**src/rtl/ccr_params.svh**
```systemverilog
// Purpose: Offsets, field positions and reset values of the comparator control registers.
// Assumes: Byte addresses on an 8-bit register port with 32-bit data.
// Notes: Definitions only; included by its bare name.
`ifndef CCR_PARAMS_SVH
`define CCR_PARAMS_SVH

// Port widths.
`define CCR_ADDR_W 8
`define CCR_DATA_W 32
`define CCR_REG_W 8

// Register byte addresses.
`define CCR_ADDR_CTRL 8'h94
`define CCR_ADDR_SLEEP 8'h98
`define CCR_ADDR_STAT 8'h9c

// Control register fields.
`define CCR_CTRL_CMP0_EN 0
`define CCR_CTRL_LOCK 2
`define CCR_CTRL_SPARE 3
`define CCR_CTRL_CMP1_EN 4

// Sleep control register fields.
`define CCR_SLP_CMP0 0
`define CCR_SLP_CMP1 1

// Status register fields.
`define CCR_STAT_REFUSED 0
`define CCR_STAT_MISMATCH 1
`define CCR_STAT_LOCKED 2
`define CCR_STAT_STRAP 3

// Reset values of the plain read-write bits.
`define CCR_RST_BIT 1'b0
`define CCR_RST_BYTE 8'h00
`define CCR_RST_WORD 32'h0000_0000

`endif

```
**src/rtl/ccr_pkg.sv**
```systemverilog
// Purpose: Types shared by the comparator control register files.
// Assumes: Nothing beyond the parameter header.
// Notes: Offsets and fields live in ccr_params.svh.
`default_nettype none

package ccr_pkg;

    // Which register an address selects.
    typedef enum logic [1:0] {
        CCR_SEL_NONE  = 2'h0,
        CCR_SEL_CTRL  = 2'h1,
        CCR_SEL_SLEEP = 2'h3,
        CCR_SEL_STAT  = 2'h2
    } ccr_sel_t;

    // One register's worth of bits.
    typedef logic [7:0] ccr_byte_t;

endpackage

`default_nettype wire

```
**src/rtl/ccr_lock_bits.sv**
```systemverilog
// Purpose: Comparator 0 configuration bits and their write-once lock.
// Assumes: Write strobes are one cycle and already decoded.
// Notes: The strap level is sampled while the synchronous reset is high.
`include "ccr_params.svh"
`default_nettype none

module ccr_lock_bits (
    input wire logic i_clk,
    input wire logic i_srst,
    input wire logic i_strap,
    input wire logic i_ctrl_we,
    input wire logic i_sleep_we,
    input wire logic i_lock_wr,
    input wire logic i_en_wr,
    input wire logic i_slp_wr,
    output logic o_lock,
    output logic o_en,
    output logic o_slp,
    output logic o_refused
);

    logic lock_q;
    logic en_q;
    logic slp_q;

    // Outside reset the lock only goes from zero to one; a zero write leaves it as it was.
    always_ff @(posedge i_clk) begin
        if (i_srst) begin
            lock_q <= i_strap;
        end else if (i_ctrl_we && !lock_q && i_lock_wr) begin
            lock_q <= 1'b1;
        end
    end

    // Comparator 0 enable freezes with the lock.
    always_ff @(posedge i_clk) begin
        if (i_srst) begin
            en_q <= i_strap;
        end else if (i_ctrl_we && !lock_q) begin
            en_q <= i_en_wr;
        end
    end

    // Comparator 0 deep-sleep enable freezes with the lock as well.
    always_ff @(posedge i_clk) begin
        if (i_srst) begin
            slp_q <= `CCR_RST_BIT;
        end else if (i_sleep_we && !lock_q) begin
            slp_q <= i_slp_wr;
        end
    end

    // A write that tries to change a frozen bit is flagged, not applied.
    assign o_refused = lock_q && ((i_ctrl_we && (!i_lock_wr || (i_en_wr != en_q)))
                       || (i_sleep_we && (i_slp_wr != slp_q)));
    assign o_lock = lock_q;
    assign o_en = en_q;
    assign o_slp = slp_q;

endmodule

`default_nettype wire

```
**src/rtl/ccr_rd_port.sv**
```systemverilog
// Purpose: Registered read data for the comparator control registers.
// Assumes: A read strobe lasts one cycle.
// Notes: Data stands only in the cycle after the strobe and is zero otherwise.
`include "ccr_params.svh"
`default_nettype none

module ccr_rd_port (
    input wire logic i_clk,
    input wire logic i_srst,
    input wire logic i_rd,
    input wire ccr_pkg::ccr_sel_t i_sel,
    input wire ccr_pkg::ccr_byte_t i_ctrl,
    input wire ccr_pkg::ccr_byte_t i_sleep,
    input wire ccr_pkg::ccr_byte_t i_stat,
    output logic [`CCR_DATA_W-1:0] o_rdata,
    output logic o_rvalid
);

    ccr_pkg::ccr_byte_t byte_d;
    logic [`CCR_DATA_W-1:0] rdata_q;
    logic rvalid_q;

    // Unmapped addresses read as zero; the upper bytes are always zero.
    always_comb begin
        case (i_sel)
            ccr_pkg::CCR_SEL_CTRL: byte_d = i_ctrl;
            ccr_pkg::CCR_SEL_SLEEP: byte_d = i_sleep;
            ccr_pkg::CCR_SEL_STAT: byte_d = i_stat;
            default: byte_d = `CCR_RST_BYTE;
        endcase
    end

    // Clearing the data outside the answer cycle keeps stale values off the bus.
    always_ff @(posedge i_clk) begin
        if (i_srst || !i_rd) begin
            rdata_q <= `CCR_RST_WORD;
            rvalid_q <= 1'b0;
        end else begin
            rdata_q <= {{(`CCR_DATA_W-`CCR_REG_W){1'b0}}, byte_d};
            rvalid_q <= 1'b1;
        end
    end

    assign o_rdata = rdata_q;
    assign o_rvalid = rvalid_q;

endmodule

`default_nettype wire

```
**src/rtl/ccr_top.sv**
```systemverilog
// Purpose: Control registers for two on-chip voltage comparators.
// Assumes: One 10 MHz clock, synchronous active-high system reset, strobes one cycle long.
// Notes: The analog comparators sit outside; this block only drives their enables.
//
// Behaviour
// - Control bit 4 switches comparator 1 on or off, is read-write and resets to zero.
// - Control bit 0 switches comparator 0 on or off and is writable only while unlocked.
// - With the comparator 0 lock set, control bits 2 to 0 ignore writes.
// - With the lock clear, control bit 0 reads and writes normally and a one written to bit 2 sets the lock; bit 1 reads as zero.
// - Reset loads the lock and comparator 0 enable with the strap pin level.
// - The lock is write-once and cannot be cleared by software until reset.
// - The lock also freezes the comparator 0 enable and deep-sleep enable.
// - Sleep bit 1 lets comparator 1 run in deep sleep, is read-write and resets to zero.
// - Sleep bit 0 lets comparator 0 run in deep sleep, resets to zero and freezes with the lock.
// - System reset returns every register and all logic to its default.
`include "ccr_params.svh"
`default_nettype none

module ccr_top (
    input wire logic i_clk,
    input wire logic i_srst,
    input wire logic i_comparator_strap_pin,
    input wire logic [`CCR_ADDR_W-1:0] i_addr,
    input wire logic [`CCR_DATA_W-1:0] i_wdata,
    input wire logic i_wr,
    input wire logic i_rd,
    output logic [`CCR_DATA_W-1:0] o_rdata,
    output logic o_rvalid,
    output logic o_cmp0_en,
    output logic o_cmp1_en,
    output logic o_cmp0_sleep_en,
    output logic o_cmp1_sleep_en,
    output logic o_cmp0_locked,
    output logic o_sleep_mismatch
);

    // Address decode, used by both the write path and the read path.
    // An unmapped address selects nothing, so a stray write is dropped and a
    // stray read still answers, with zero, in the usual cycle.
    function automatic ccr_pkg::ccr_sel_t decode(input logic [`CCR_ADDR_W-1:0] addr);
        ccr_pkg::ccr_sel_t sel;
        sel = ccr_pkg::CCR_SEL_NONE;
        case (addr)
            `CCR_ADDR_CTRL: sel = ccr_pkg::CCR_SEL_CTRL;
            `CCR_ADDR_SLEEP: sel = ccr_pkg::CCR_SEL_SLEEP;
            `CCR_ADDR_STAT: sel = ccr_pkg::CCR_SEL_STAT;
            default: sel = ccr_pkg::CCR_SEL_NONE;
        endcase
        return sel;
    endfunction

    // Decoded strobes.
    ccr_pkg::ccr_sel_t wr_sel;
    ccr_pkg::ccr_sel_t rd_sel;
    logic ctrl_we;
    logic sleep_we;
    logic stat_we;

    // Plain read-write bits held here.
    // None of them is touched by the comparator 0 lock.
    logic cmp1_en_q;
    logic spare_q;
    logic cmp1_slp_q;

    // Status bits of this block's own making.
    // Firmware reads them at the status address; only bit 0 can be cleared.
    logic refused_q;
    logic refused_d;
    logic mismatch_q;
    logic mismatch_d;
    logic strap_seen_q;

    // Output flops for the enables, kept separate so every port is a flop.
    logic cmp0_en_out_q;
    logic cmp1_en_out_q;
    logic cmp0_slp_out_q;
    logic cmp1_slp_out_q;
    logic lock_out_q;

    // Wires from the locked group.
    logic lock_w;
    logic cmp0_en_w;
    logic cmp0_slp_w;
    logic refused_w;

    // Read-side images of each register.
    ccr_pkg::ccr_byte_t ctrl_img;
    ccr_pkg::ccr_byte_t sleep_img;
    ccr_pkg::ccr_byte_t stat_img;

    // Write decode; a read and a write never share a cycle.
    // Both selects come from the same address, so a read and a write to one
    // register always agree on what they address.
    assign wr_sel = decode(i_addr);
    assign rd_sel = decode(i_addr);
    assign ctrl_we = i_wr && (wr_sel == ccr_pkg::CCR_SEL_CTRL);
    assign sleep_we = i_wr && (wr_sel == ccr_pkg::CCR_SEL_SLEEP);
    assign stat_we = i_wr && (wr_sel == ccr_pkg::CCR_SEL_STAT);

    // Lock, comparator 0 enable and comparator 0 deep-sleep enable.
    // These three live together because the lock gates the other two; keeping
    // them in one module keeps the gating in one place.
    ccr_lock_bits u_lock (
        .i_clk(i_clk),
        .i_srst(i_srst),
        .i_strap(i_comparator_strap_pin),
        .i_ctrl_we(ctrl_we),
        .i_sleep_we(sleep_we),
        .i_lock_wr(i_wdata[`CCR_CTRL_LOCK]),
        .i_en_wr(i_wdata[`CCR_CTRL_CMP0_EN]),
        .i_slp_wr(i_wdata[`CCR_SLP_CMP0]),
        .o_lock(lock_w),
        .o_en(cmp0_en_w),
        .o_slp(cmp0_slp_w),
        .o_refused(refused_w)
    );

    // Comparator 1 enable is never locked.
    // Only comparator 0 has a configuration lock, so this bit stays writable
    // for the whole run.
    always_ff @(posedge i_clk) begin
        if (i_srst) begin
            cmp1_en_q <= `CCR_RST_BIT;
        end else if (ctrl_we) begin
            cmp1_en_q <= i_wdata[`CCR_CTRL_CMP1_EN];
        end
    end

    // Bit 3 is a spare storage bit; it holds what is written, lock or not.
    // Firmware may use it as a scratch flag, so only reset or a write of zero clears it.
    always_ff @(posedge i_clk) begin
        if (i_srst) begin
            spare_q <= `CCR_RST_BIT;
        end else if (ctrl_we) begin
            spare_q <= i_wdata[`CCR_CTRL_SPARE];
        end
    end

    // Comparator 1 deep-sleep enable is plain read-write.
    // Software is expected to keep it set while comparator 1 is enabled.
    always_ff @(posedge i_clk) begin
        if (i_srst) begin
            cmp1_slp_q <= `CCR_RST_BIT;
        end else if (sleep_we) begin
            cmp1_slp_q <= i_wdata[`CCR_SLP_CMP1];
        end
    end

    // Refused-write flag: sticky, write one to clear, and a new refusal in the
    // clearing cycle wins so the event is never lost.
    always_comb begin
        refused_d = refused_q;
        if (stat_we && i_wdata[`CCR_STAT_REFUSED]) begin
            refused_d = 1'b0;
        end
        if (refused_w) begin
            refused_d = 1'b1;
        end
    end

    // Refused-write flag register.
    // Reset clears it, so a refusal from before reset never survives it.
    always_ff @(posedge i_clk) begin
        if (i_srst) begin
            refused_q <= `CCR_RST_BIT;
        end else begin
            refused_q <= refused_d;
        end
    end

    // The deep-sleep bit must accompany each enabled comparator; software owns
    // that pairing, so the block only reports a broken pair and does not fix it.
    assign mismatch_d = (cmp0_en_w && !cmp0_slp_w) || (cmp1_en_q && !cmp1_slp_q);

    // Mismatch flag register; being a flop, the port never carries a glitch
    // when an enable bit and a sleep bit change on the same edge.
    always_ff @(posedge i_clk) begin
        if (i_srst) begin
            mismatch_q <= `CCR_RST_BIT;
        end else begin
            mismatch_q <= mismatch_d;
        end
    end

    // The strap level is caught during reset so firmware can tell whether it
    // still owes the lock write.
    // Outside reset the flop simply holds, so a strap pin that moves later
    // does not change what firmware reads.
    always_ff @(posedge i_clk) begin
        if (i_srst) begin
            strap_seen_q <= i_comparator_strap_pin;
        end
    end

    // Enable outputs follow the stored bits one cycle later, costing one cycle
    // of latency in exchange for glitch-free drives to the analog side.
    // Each drive has its own flop process, and reset forces all of them low
    // so the comparators stay off until the stored bits have settled.
    always_ff @(posedge i_clk) begin
        if (i_srst) begin
            cmp0_en_out_q <= `CCR_RST_BIT;
        end else begin
            cmp0_en_out_q <= cmp0_en_w;
        end
    end

    // Comparator 1 enable drive.
    always_ff @(posedge i_clk) begin
        if (i_srst) begin
            cmp1_en_out_q <= `CCR_RST_BIT;
        end else begin
            cmp1_en_out_q <= cmp1_en_q;
        end
    end

    // Comparator 0 deep-sleep drive.
    always_ff @(posedge i_clk) begin
        if (i_srst) begin
            cmp0_slp_out_q <= `CCR_RST_BIT;
        end else begin
            cmp0_slp_out_q <= cmp0_slp_w;
        end
    end

    // Comparator 1 deep-sleep drive.
    always_ff @(posedge i_clk) begin
        if (i_srst) begin
            cmp1_slp_out_q <= `CCR_RST_BIT;
        end else begin
            cmp1_slp_out_q <= cmp1_slp_q;
        end
    end

    // Lock mirror for the rest of the system; it rises one cycle after the stored lock.
    always_ff @(posedge i_clk) begin
        if (i_srst) begin
            lock_out_q <= `CCR_RST_BIT;
        end else begin
            lock_out_q <= lock_w;
        end
    end

    // Control register image; bits 7:5 and 1 read as zero.
    // The image is built from the stored bits, not the output flops, so a
    // read right after a write already shows the new value.
    always_comb begin
        ctrl_img = `CCR_RST_BYTE;
        ctrl_img[`CCR_CTRL_CMP0_EN] = cmp0_en_w;
        ctrl_img[`CCR_CTRL_LOCK] = lock_w;
        ctrl_img[`CCR_CTRL_SPARE] = spare_q;
        ctrl_img[`CCR_CTRL_CMP1_EN] = cmp1_en_q;
    end

    // Sleep control register image; bits 7:2 read as zero.
    always_comb begin
        sleep_img = `CCR_RST_BYTE;
        sleep_img[`CCR_SLP_CMP0] = cmp0_slp_w;
        sleep_img[`CCR_SLP_CMP1] = cmp1_slp_q;
    end

    // Status register image.
    // Bits 7:4 are unused and read as zero.
    always_comb begin
        stat_img = `CCR_RST_BYTE;
        stat_img[`CCR_STAT_REFUSED] = refused_q;
        stat_img[`CCR_STAT_MISMATCH] = mismatch_q;
        stat_img[`CCR_STAT_LOCKED] = lock_w;
        stat_img[`CCR_STAT_STRAP] = strap_seen_q;
    end

    // Read answer, registered for the cycle after the strobe.
    // The read port never stalls, so software needs no wait loop.
    ccr_rd_port u_rd (
        .i_clk(i_clk),
        .i_srst(i_srst),
        .i_rd(i_rd),
        .i_sel(rd_sel),
        .i_ctrl(ctrl_img),
        .i_sleep(sleep_img),
        .i_stat(stat_img),
        .o_rdata(o_rdata),
        .o_rvalid(o_rvalid)
    );

    // Outputs to the comparators and to the system.
    // Each of these comes straight from a flop declared above.
    assign o_cmp0_en = cmp0_en_out_q;
    assign o_cmp1_en = cmp1_en_out_q;
    assign o_cmp0_sleep_en = cmp0_slp_out_q;
    assign o_cmp1_sleep_en = cmp1_slp_out_q;
    assign o_cmp0_locked = lock_out_q;
    assign o_sleep_mismatch = mismatch_q;

endmodule

`default_nettype wire

```
**config.mk**
```make
export PLATFORM = sky130hd
export DESIGN_NAME = ccr_top
export DESIGN_NICKNAME = d
export VERILOG_FILES = /design/src/rtl/ccr_pkg.sv /design/src/rtl/ccr_lock_bits.sv /design/src/rtl/ccr_rd_port.sv /design/src/rtl/ccr_top.sv
export VERILOG_INCLUDE_DIRS = /design/src /design/src/rtl
export SDC_FILE = /design/constraint.sdc
export NUM_CORES = 1
export LEC_CHECK = 0
export BUFFER_PORTS_ARGS = -buffer_cell sky130_fd_sc_hd__buf_2
export CAP_MARGIN = 20
export CORE_AREA = 3 3 66 68
export DETAILED_ROUTE_END_ITERATION = 10
export DIE_AREA = 0 0 69 71
export GPL_TIMING_DRIVEN = 0
export PLACE_DENSITY = 0.56
export SETUP_SLACK_MARGIN = 0.15
export SLEW_MARGIN = 15
export SYNTH_ARGS = -nofsm -noshare
export SYNTH_HDL_FRONTEND = slang
export SYNTH_SLANG_ARGS = --single-unit
```
**constraint.sdc**
```tcl
create_clock -name i_clk -period 1.65 [get_ports i_clk]
set_input_delay 0.165 -clock i_clk [delete_from_list [all_inputs] [get_ports i_clk]]
set_output_delay 0.165 -clock i_clk [all_outputs]
set_load 0.02 [all_outputs]
```
---- Word-level counts from Yosys, hierarchy flattened ----
Cells that the tools add are included.
word-level totals
  word-level logic and storage cells ...... 58
  input bits .............................. 45
  register bits ........................... 47
operators by class
  muxes and demuxes ....................... 9
  reductions and logical operators ........ 24
  equality and inequality tests ........... 8
operators by type and width
  operator            number
  $eq 8x8->1 const B  3
  $pmux 5 s3          1
  $logic_and 1x1->1   12
  $mux 1              7
  $pmux 2 s3          1
  $reduce_bool 2->1   3
  $logic_not 1->1     5
  $eq 2x2->1 const B  2
  $logic_or 1x1->1    4
  $eq 2x1->1 const B  1
  $ne 1x1->1          2

---- Logic depth before layout (Yosys ltp) ----
Gate-level depths: netlist (run 1).
  depth in word-level cells ............... 8
  depth in mapped cells ................... 5
  gate-level depth less buffers ........... 4

---- By module ----
A second synthesis (run 1) with hierarchy kept.
unflattened totals
  cells, all modules ...................... 123
  area, all modules ....................... 1223.7 µm²
modules (own cells, without submodules)
  module         area each (µm²)  seq. area each (µm²)  cells an instance  times used
  ccr_rd_port    599.3            180.2                 65                 1
  ccr_top        452.9            230.2                 41                 1
  ccr_lock_bits  171.4            80.1                  17                 1

---- Worst setup path after synthesis (run 1) ----
No wires, ideal clock.
  path type ............................... input to register
  start point ............................. input port i_addr[1]
  end point ............................... register u_lock.lock_q, in the netlist u_lock.o_lock, enable pin
  arrival ................................. 1.436 ns
  library setup time ...................... 0.291 ns
  path buffers ............................ 0
  stages .................................. 4
  slack ................................... -0.077 ns
  cells stage by stage .................... or4b_4 > or4_4 > nor2_1 > a21o_1
between the ends
  cells in the longest elaborated chain, start to end .. 7
  elaborated cells on any way between the ends .. 9
  classes of those cells .................. 4 x eq/ne; 1 x mux; 4 x reduce/logical
RTL lines
  element                                 line                 text
  start, declared                         ccr_top.sv:23        input wire logic [`CCR_ADDR_W-1:0] i_addr,
  $eq 8x8->1                              ccr_top.sv:43        case (addr)
  $pmux 2 s3 (*)                          ccr_top.sv:43
  $eq 2x1->1 (*)                          ccr_top.sv:96        assign ctrl_we = i_wr && (wr_sel == ccr_pkg::CCR_SEL_CTRL);
  $logic_and 1x1->1 (*)                   ccr_top.sv:96
  $logic_and 1x1->1 (*) (2 in a row)      ccr_lock_bits.sv:30  end else if (i_ctrl_we && !lock_q && i_lock_wr) begin
  $reduce_bool 2->1 (no source line) (*)  --
  end signal, assigned                    ccr_lock_bits.sv:29  lock_q <= i_strap;
  end, declared                           ccr_lock_bits.sv:22  logic lock_q;
Every way passes the cells marked *; elsewhere a longest branch is shown, timed or not.
A chain may end at the register's enable or synchronous reset.

---- Worst setup path in the final report (run 1) ----
  start point ............................. input port i_addr[5]
  end point ............................... register u_lock.lock_q, in the netlist u_lock.o_lock, enable pin
The elaborated chain is that of the path after synthesis.

==> metrics.md, run 1 <==
| Metric | Value |
|---|---|
| Pwr Density | `741 nW/um^2` |
| CP Data Arrival Time | `1540 ps` |
| Routed met2 length | `970 um` |
| Worst Setup Slack, final | `86.7 ps` |
| DRT antenna net count | `0` |
| Final cell count without fillers | `216` |
| Clk root buf | `clkbuf_8` |
| Worst Clk Skew | `2.57 ps` |
| Yosys top cell area share | `34.1%` |
| Diodes inserted | `0` |
| Synth async-reset ratio | `0%` |
| Placed insts | `210` |
| Nets | `212` |
| TritonCTS clock tree | `built` |
| Post-layout instance area | `1380 um^2` |
| Slew Viols, Final | `0` |
| Synthesized cell area | `997 um^2` |
| Nature of the critical path endpoint | `flip-flop` |
| HPWL after DPL | `1670 um` |
| Core Area | `3910 um^2` |
| CP required | `1630 ps` |
| Pre-CTS WS | `-241 ps` |
| Max_cap viols | `0` |
| Initial antenna violation count | `0` |
| Post-synth EDFFs | `3` |
| First-pass GRT wire length | `3170 um` |
| Clock Pin Slew Worst Setup and Hold Paths | `70 ps` |
| DRC violations left | `0` |
| CTS Buffer Depth | `2` |
| Post-DP Area | `1300 um^2` |
| Fin crit period | `1560 ps` |
| Top FF cell, synth | `dfxtp_1` |
| CP Class | `in2reg` |
| DR top layer | `met4` |
| Worst vdd ir | `0.000219 V` |
| Gr usage total | `7.95%` |
| Leading area contributor after synthesis | `dfxtp_1` |
| Critical path fanouts, max | `2` |
| Drt initial violations | `37` |
| Clock network fraction of total power | `31.0%` |
| Inserted Clock Buffers | `3` |
| Final GP Congestion | `0.832` |
| Seq/Total Area, Yosys | `43.2%` |
| Share of cells above drive strength 1 | `41.6%` |
| Sequential power share | `50.1%` |
| Syn Inst Count | `106` |
| Pleak | `0.693 nW` |
| Via count | `817` |
| Synth area leaders | `dfxtp_1 34%, buf_4 20%, edfxtp_1 9.0%` |
| Switching Share | `25.6%` |
| Fmax | `640 MHz` |
| YS warnings | `0` |
| DRT met1 WL | `894 um` |
| Row count | `23` |
| Sw Pwr | `0.263 mW` |
| Worst hold path type | `in2reg` |
| Area Growth Syn to Fin | `38.6%` |
| Final Hold Vio Count | `0` |
| WL final | `2060 um` |
| Avg Inst Size Synth | `9.41 um^2` |
| Pint | `0.762 mW` |
| Max reg flops | `5` |
| Die ar. | `4900 um^2` |
| Starting Density | `25.5%` |
| Die Width | `69 um` |
| Clk Latency, worst-skew pair | `250 ps` |
| 1st-pass router iterations | `4` |
| Period utilization | `94.7%` |
| Outcome | `complete, no violations` |
| DR vias/cell | `3.78` |
| Total negative setup slack | `0 ps` |
| Setup violators final | `0` |
| Drt wl/cell | `9.52 um` |
| CP Launch Type | `primary input` |
| Height of the die | `71 um` |
| #FFs+latches synth | `20` |
| Vias in the first global route | `757` |
| FILL cells | `428` |
| Gr ovfl total | `0` |
| Clock sink count | `20` |
| Combinational power share | `18.9%` |
| H-tree levels | `1` |
| # hold bufs at CTS | `0` |
| Largest net degree at the start of global routing | `12` |
| IO Count | `84` |
| IO buf count | `28` |
| RSZ-0062 raised after global routing | `yes` |
| Netlist cell types | `27` |
| Met3 Wirelength | `176 um` |
## stage by stage
stage | utilization [%] | hold WS (ps) | power (mW)
2_1_floorplan | - | 245 | 0.669
3_3_place_gp | 33.2 | 383 | 0.710
3_5_place_dp | 33.2 | 393 | 0.711
4_1_cts | 35.1 | 130 | 1.04
5_1_grt | 35.3 | 130 | 1.07
6_report | 35.3 | 130 | 1.02
## worst max-delay path, cell delays in order
cell	delay [ps]
buf_6	90
or4b_4	530
or4_4	530
nor2_4	110
a21o_1	120
## routing by layer
metal / GRT usage [%] / vias to the layer above
li1: - / 422
met1: 9.03 / 353
met2: 14.0 / 40
met3: 1.85 / 2
met4: 3.90 / 0
met5: 0 / -
## kinds of logic after synthesis
| logic type | after synthesis | synth area share (%) |
|---|---|---|
| AO/OA/AOI/OAI | 9 | 6.15 |
| other | 1 | 0.376 |
| flip-flops | 20 | 43.2 |
| AND/OR/NAND/NOR | 37 | 21.3 |
| multiplexers | 6 | 6.40 |
| buffers and inverters | 33 | 22.6 |
## Yosys cell counts (2+ instances only)
cell type,instances
nand3b_1,3
edfxtp_1,3
nor2b_1,4
mux2i_1,3
nor2_1,7
inv_1,4
dfxtp_1,17
a21oi_1,2
o32ai_1,2
nand2_1,4
and3_1,3
clkbuf_1,2
nand2b_1,6
buf_4,27
nand3_1,2
mux2_2,3
nor3_1,4
## cells in the final DEF (no fill, tap or decap), types with 4 or more instances in the layout
cell type	count
nand2_1	4
dfxtp_1	17
nor2_1	6
buf_4	29
inv_1	4
nor2b_1	4
nor3_1	4
conb_1	27
buf_2	27
nand2b_1	6
## path summary, 6_finish.rpt
| path | from | endpoint | slack (ps) | depth (start not counted) |
|---|---|---|---|---|
| max | i_addr[5] | u_lock.o_lock | 90 | 5 |
| min | i_comparator_strap_pin | strap_seen_q | 130 | 1 |
| max reg2reg | u_lock.o_lock | u_lock.o_lock | 150 | 3 |
| min reg2reg | refused_q | refused_q | 490 | 2 |
## layout make-up
class	count	area (um^2)	share of cell area [%]
repair buffers	30	161	11.7
well taps	50	62.6	4.52
flip-flops and latches	20	430	31.1
multi-input cells	79	458	33.1
plain buffers	29	210	15.2
inverters	4	15.0	1.09
clock buffers	4	45.0	3.26
## power by group through the flow
stage                     clock network [mW]  logic [mW]  registers [mW]
after floorplan                            0       0.137           0.532
after global placement                     0       0.185           0.525
after detailed placement                   0       0.186           0.524
after CTS                              0.332       0.190           0.513
after global routing                   0.344       0.209           0.515
final                                  0.318       0.194           0.513
## what timing repair did
item | 4_1_cts | 5_1_grt
setup buffers | 2 | 0
endpoints found under the setup margin | 2 | 5
pin swaps | 3 | 2
resized for setup | 4 | 2
endpoints found under the hold margin | 0 | 0
Power figures use the tool's default switching activity.
==> inputs of run 2 (changes only) <==
- SETUP_SLACK_MARGIN: 0.15 -> 0.5
==> run 2 against run 1 <==
Clock skew up 2.0 ps. Sequential share of layout area down 1.2 points. Sequential power about the same. Utilization up 1.4 points. Die area unchanged. Count of clock-buffer cells in the layout unchanged. Fmax up 1.0%. Non-clock buffer count up 1. Largest cell class unchanged. Largest power group unchanged.
==> metrics.md, run 2 (same netlist as run 1, synthesis figures left out) <==
| Metric | Value |
|---|---|
| Share of cells above drive strength 1 | `44.9% (was 41.6%)` |
| Switching Share | `25.8% (was 25.6%)` |
| Clk Latency, worst-skew pair | `260 ps (was 250 ps)` |
| Final cell count without fillers | `217 (was 216)` |
| DRT met1 WL | `832 um (was 894 um)` |
| Slew Viols, Final | `0 (unchanged)` |
| Nature of the critical path endpoint | `flip-flop (unchanged)` |
| IO Count | `84 (unchanged)` |
| Crit-path slowest cell | `or4b_4 (unchanged)` |
| Post-layout util | `36.7% (was 35.3%)` |
| Worst Clk Skew | `4.57 ps (was 2.57 ps)` |
| CP Data Arrival Time | `1530 ps (was 1540 ps)` |
| Fin crit period | `1550 ps (was 1560 ps)` |
| Core Area | `3910 um^2 (unchanged)` |
| Drt wl/cell | `9.55 um (was 9.52 um)` |
| Post-DP Area | `1300 um^2 (unchanged)` |
| Pleak | `0.727 nW (was 0.693 nW)` |
| Clock sink count | `20 (unchanged)` |
| DRT antenna net count | `0 (unchanged)` |
| H-tree levels | `1 (unchanged)` |
| Clock network fraction of total power | `34.2% (was 31.0%)` |
| Max reg flops | `5 (unchanged)` |
| Combinational power share | `18.4% (was 18.9%)` |
| Pwr Density | `755 nW/um^2 (was 741 nW/um^2)` |
| Area Growth Syn to Fin | `44.0% (was 38.6%)` |
| 1st-pass router iterations | `4 (unchanged)` |
| Worst vdd ir | `0.000232 V (was 0.000219 V)` |
| # hold bufs at CTS | `0 (unchanged)` |
| Row count | `23 (unchanged)` |
| CP max stage delay | `530 ps (about the same)` |
| Period utilization | `93.8% (was 94.7%)` |
| Met3 Wirelength | `212 um (was 176 um)` |
| First-pass GRT wire length | `3390 um (was 3170 um)` |
| Worst Setup Slack, final | `103 ps (was 86.7 ps)` |
| WL final | `2070 um (was 2060 um)` |
| RSZ-0062 raised after global routing | `yes (unchanged)` |
| Sequential power share | `47.4% (was 50.1%)` |
| CP Class | `in2reg (unchanged)` |
| Gr usage total | `8.48% (was 7.95%)` |
| DRC violations left | `0 (unchanged)` |
| Outcome | `complete, no violations (unchanged)` |
| Vias in the first global route | `785 (was 757)` |
| Crit path cell chain | `buf_6, or4b_4, or4_4, nor2_4, a21o_1 (unchanged)` |
| Die ar. | `4900 um^2 (unchanged)` |
| Initial antenna violation count | `0 (unchanged)` |
| Height of the die | `71 um (unchanged)` |
| Setup violators final | `0 (unchanged)` |
| Nets | `213 (was 212)` |
| IO buf count | `28 (unchanged)` |
| Routed met2 length | `995 um (was 970 um)` |
| Placed insts | `210 (unchanged)` |
| Final GP Congestion | `0.816 (was 0.832)` |
| Worst hold path type | `in2reg (unchanged)` |
| Reg2reg setup slack | `150 ps (about the same)` |
| Commonest cells after routing, fill and taps aside | `29 x buf_4, 27 x conb_1, 27 x buf_2 (unchanged)` |
| Max_cap viols | `0 (unchanged)` |
| Sw Pwr | `0.279 mW (was 0.263 mW)` |
| Inserted Clock Buffers | `3 (unchanged)` |
| Clock Pin Slew Worst Setup and Hold Paths | `70 ps (about the same)` |
| Final Hold Vio Count | `0 (unchanged)` |
| CTS Buffer Depth | `2 (unchanged)` |
| Critical path fanouts, max | `2 (unchanged)` |
| Pwr Total | `1.08 mW (was 1.02 mW)` |
| Post-layout instance area | `1440 um^2 (was 1380 um^2)` |
| DR vias/cell | `3.75 (was 3.78)` |
| CP Launch Type | `primary input (unchanged)` |
| Die Width | `69 um (unchanged)` |
| Fmax | `646 MHz (was 640 MHz)` |
| TritonCTS clock tree | `built (unchanged)` |
| Commonest non-fill, non-tap cell in the layout | `buf_4 (unchanged)` |
| Diodes inserted | `0 (unchanged)` |
| Drt initial violations | `50 (was 37)` |
| Pint | `0.805 mW (was 0.762 mW)` |
| Largest net degree at the start of global routing | `12 (unchanged)` |
| Pre-CTS WS | `-234 ps (was -241 ps)` |
| Starting Density | `25.5% (unchanged)` |
| CP required | `1640 ps (was 1630 ps)` |
| Gr ovfl total | `0 (unchanged)` |
| Clk root buf | `clkbuf_8 (unchanged)` |
| HPWL after DPL | `1630 um (was 1670 um)` |
| DR top layer | `met4 (unchanged)` |
| Via count | `813 (was 817)` |
[run 2: worst paths after layout]
check,from,to,depth (start not counted)
max,i_addr[5],u_lock.o_lock,5
min,i_comparator_strap_pin,strap_seen_q,1
max reg2reg,u_lock.o_lock,u_lock.o_lock,3
min reg2reg,spare_q,spare_q,2
[run 2: timing repair]
| action | 4_1_cts | 5_1_grt |
|---|---|---|
| gates cloned | 0 | 0 |
| pin swaps | 4 | 2 |
| resized for setup | 9 | 5 |
| setup endpoints to repair | 7 | 10 |
| buffers inserted | 2 | 1 |
| hold endpoints to repair | 0 | 0 |
[run 2: layout make-up]
| class | count | area, um^2 |
|---|---|---|
| multi-input cells | 79 | 490 |
| repair buffers | 31 | 173 |
| fillers | 424 | 2480 |
| clock buffers | 4 | 55.1 |
| inverters | 4 | 15.0 |
| flip-flops and latches | 20 | 430 |
| plain buffers | 29 | 210 |
| well taps | 50 | 62.6 |
[run 2: worst max-delay path, delay by kind of cell]
family	cells	cell delay (ps)
AOI/OAI and AO/OA	1	120
and+or+nand+nor	3	1160
buffers and inverters	1	90
[run 2: through the flow]
stage	setup TNS (ps)	hold WS (ps)
6_report	0	115
5_1_grt	0	109
4_1_cts	0	110
3_5_place_dp	-611	379
3_3_place_gp	-619	383
2_1_floorplan	-113	245
[run 2: per-layer routing]
metal  up-vias  global-route usage [%]
li1        425                       -
met1       342                    9.72
met2        43                    14.5
met3         3                    2.56
met4         0                    3.90
met5         -                       0
[run 2: power by group through the flow]
| stage | clock network (mW) | logic [mW] | registers [mW] |
|---|---|---|---|
| after floorplan | 0 | 0.137 | 0.532 |
| after global placement | 0 | 0.185 | 0.525 |
| after detailed placement | 0 | 0.186 | 0.525 |
| after CTS | 0.380 | 0.193 | 0.513 |
| after global routing | 0.391 | 0.216 | 0.515 |
| final | 0.371 | 0.200 | 0.513 |
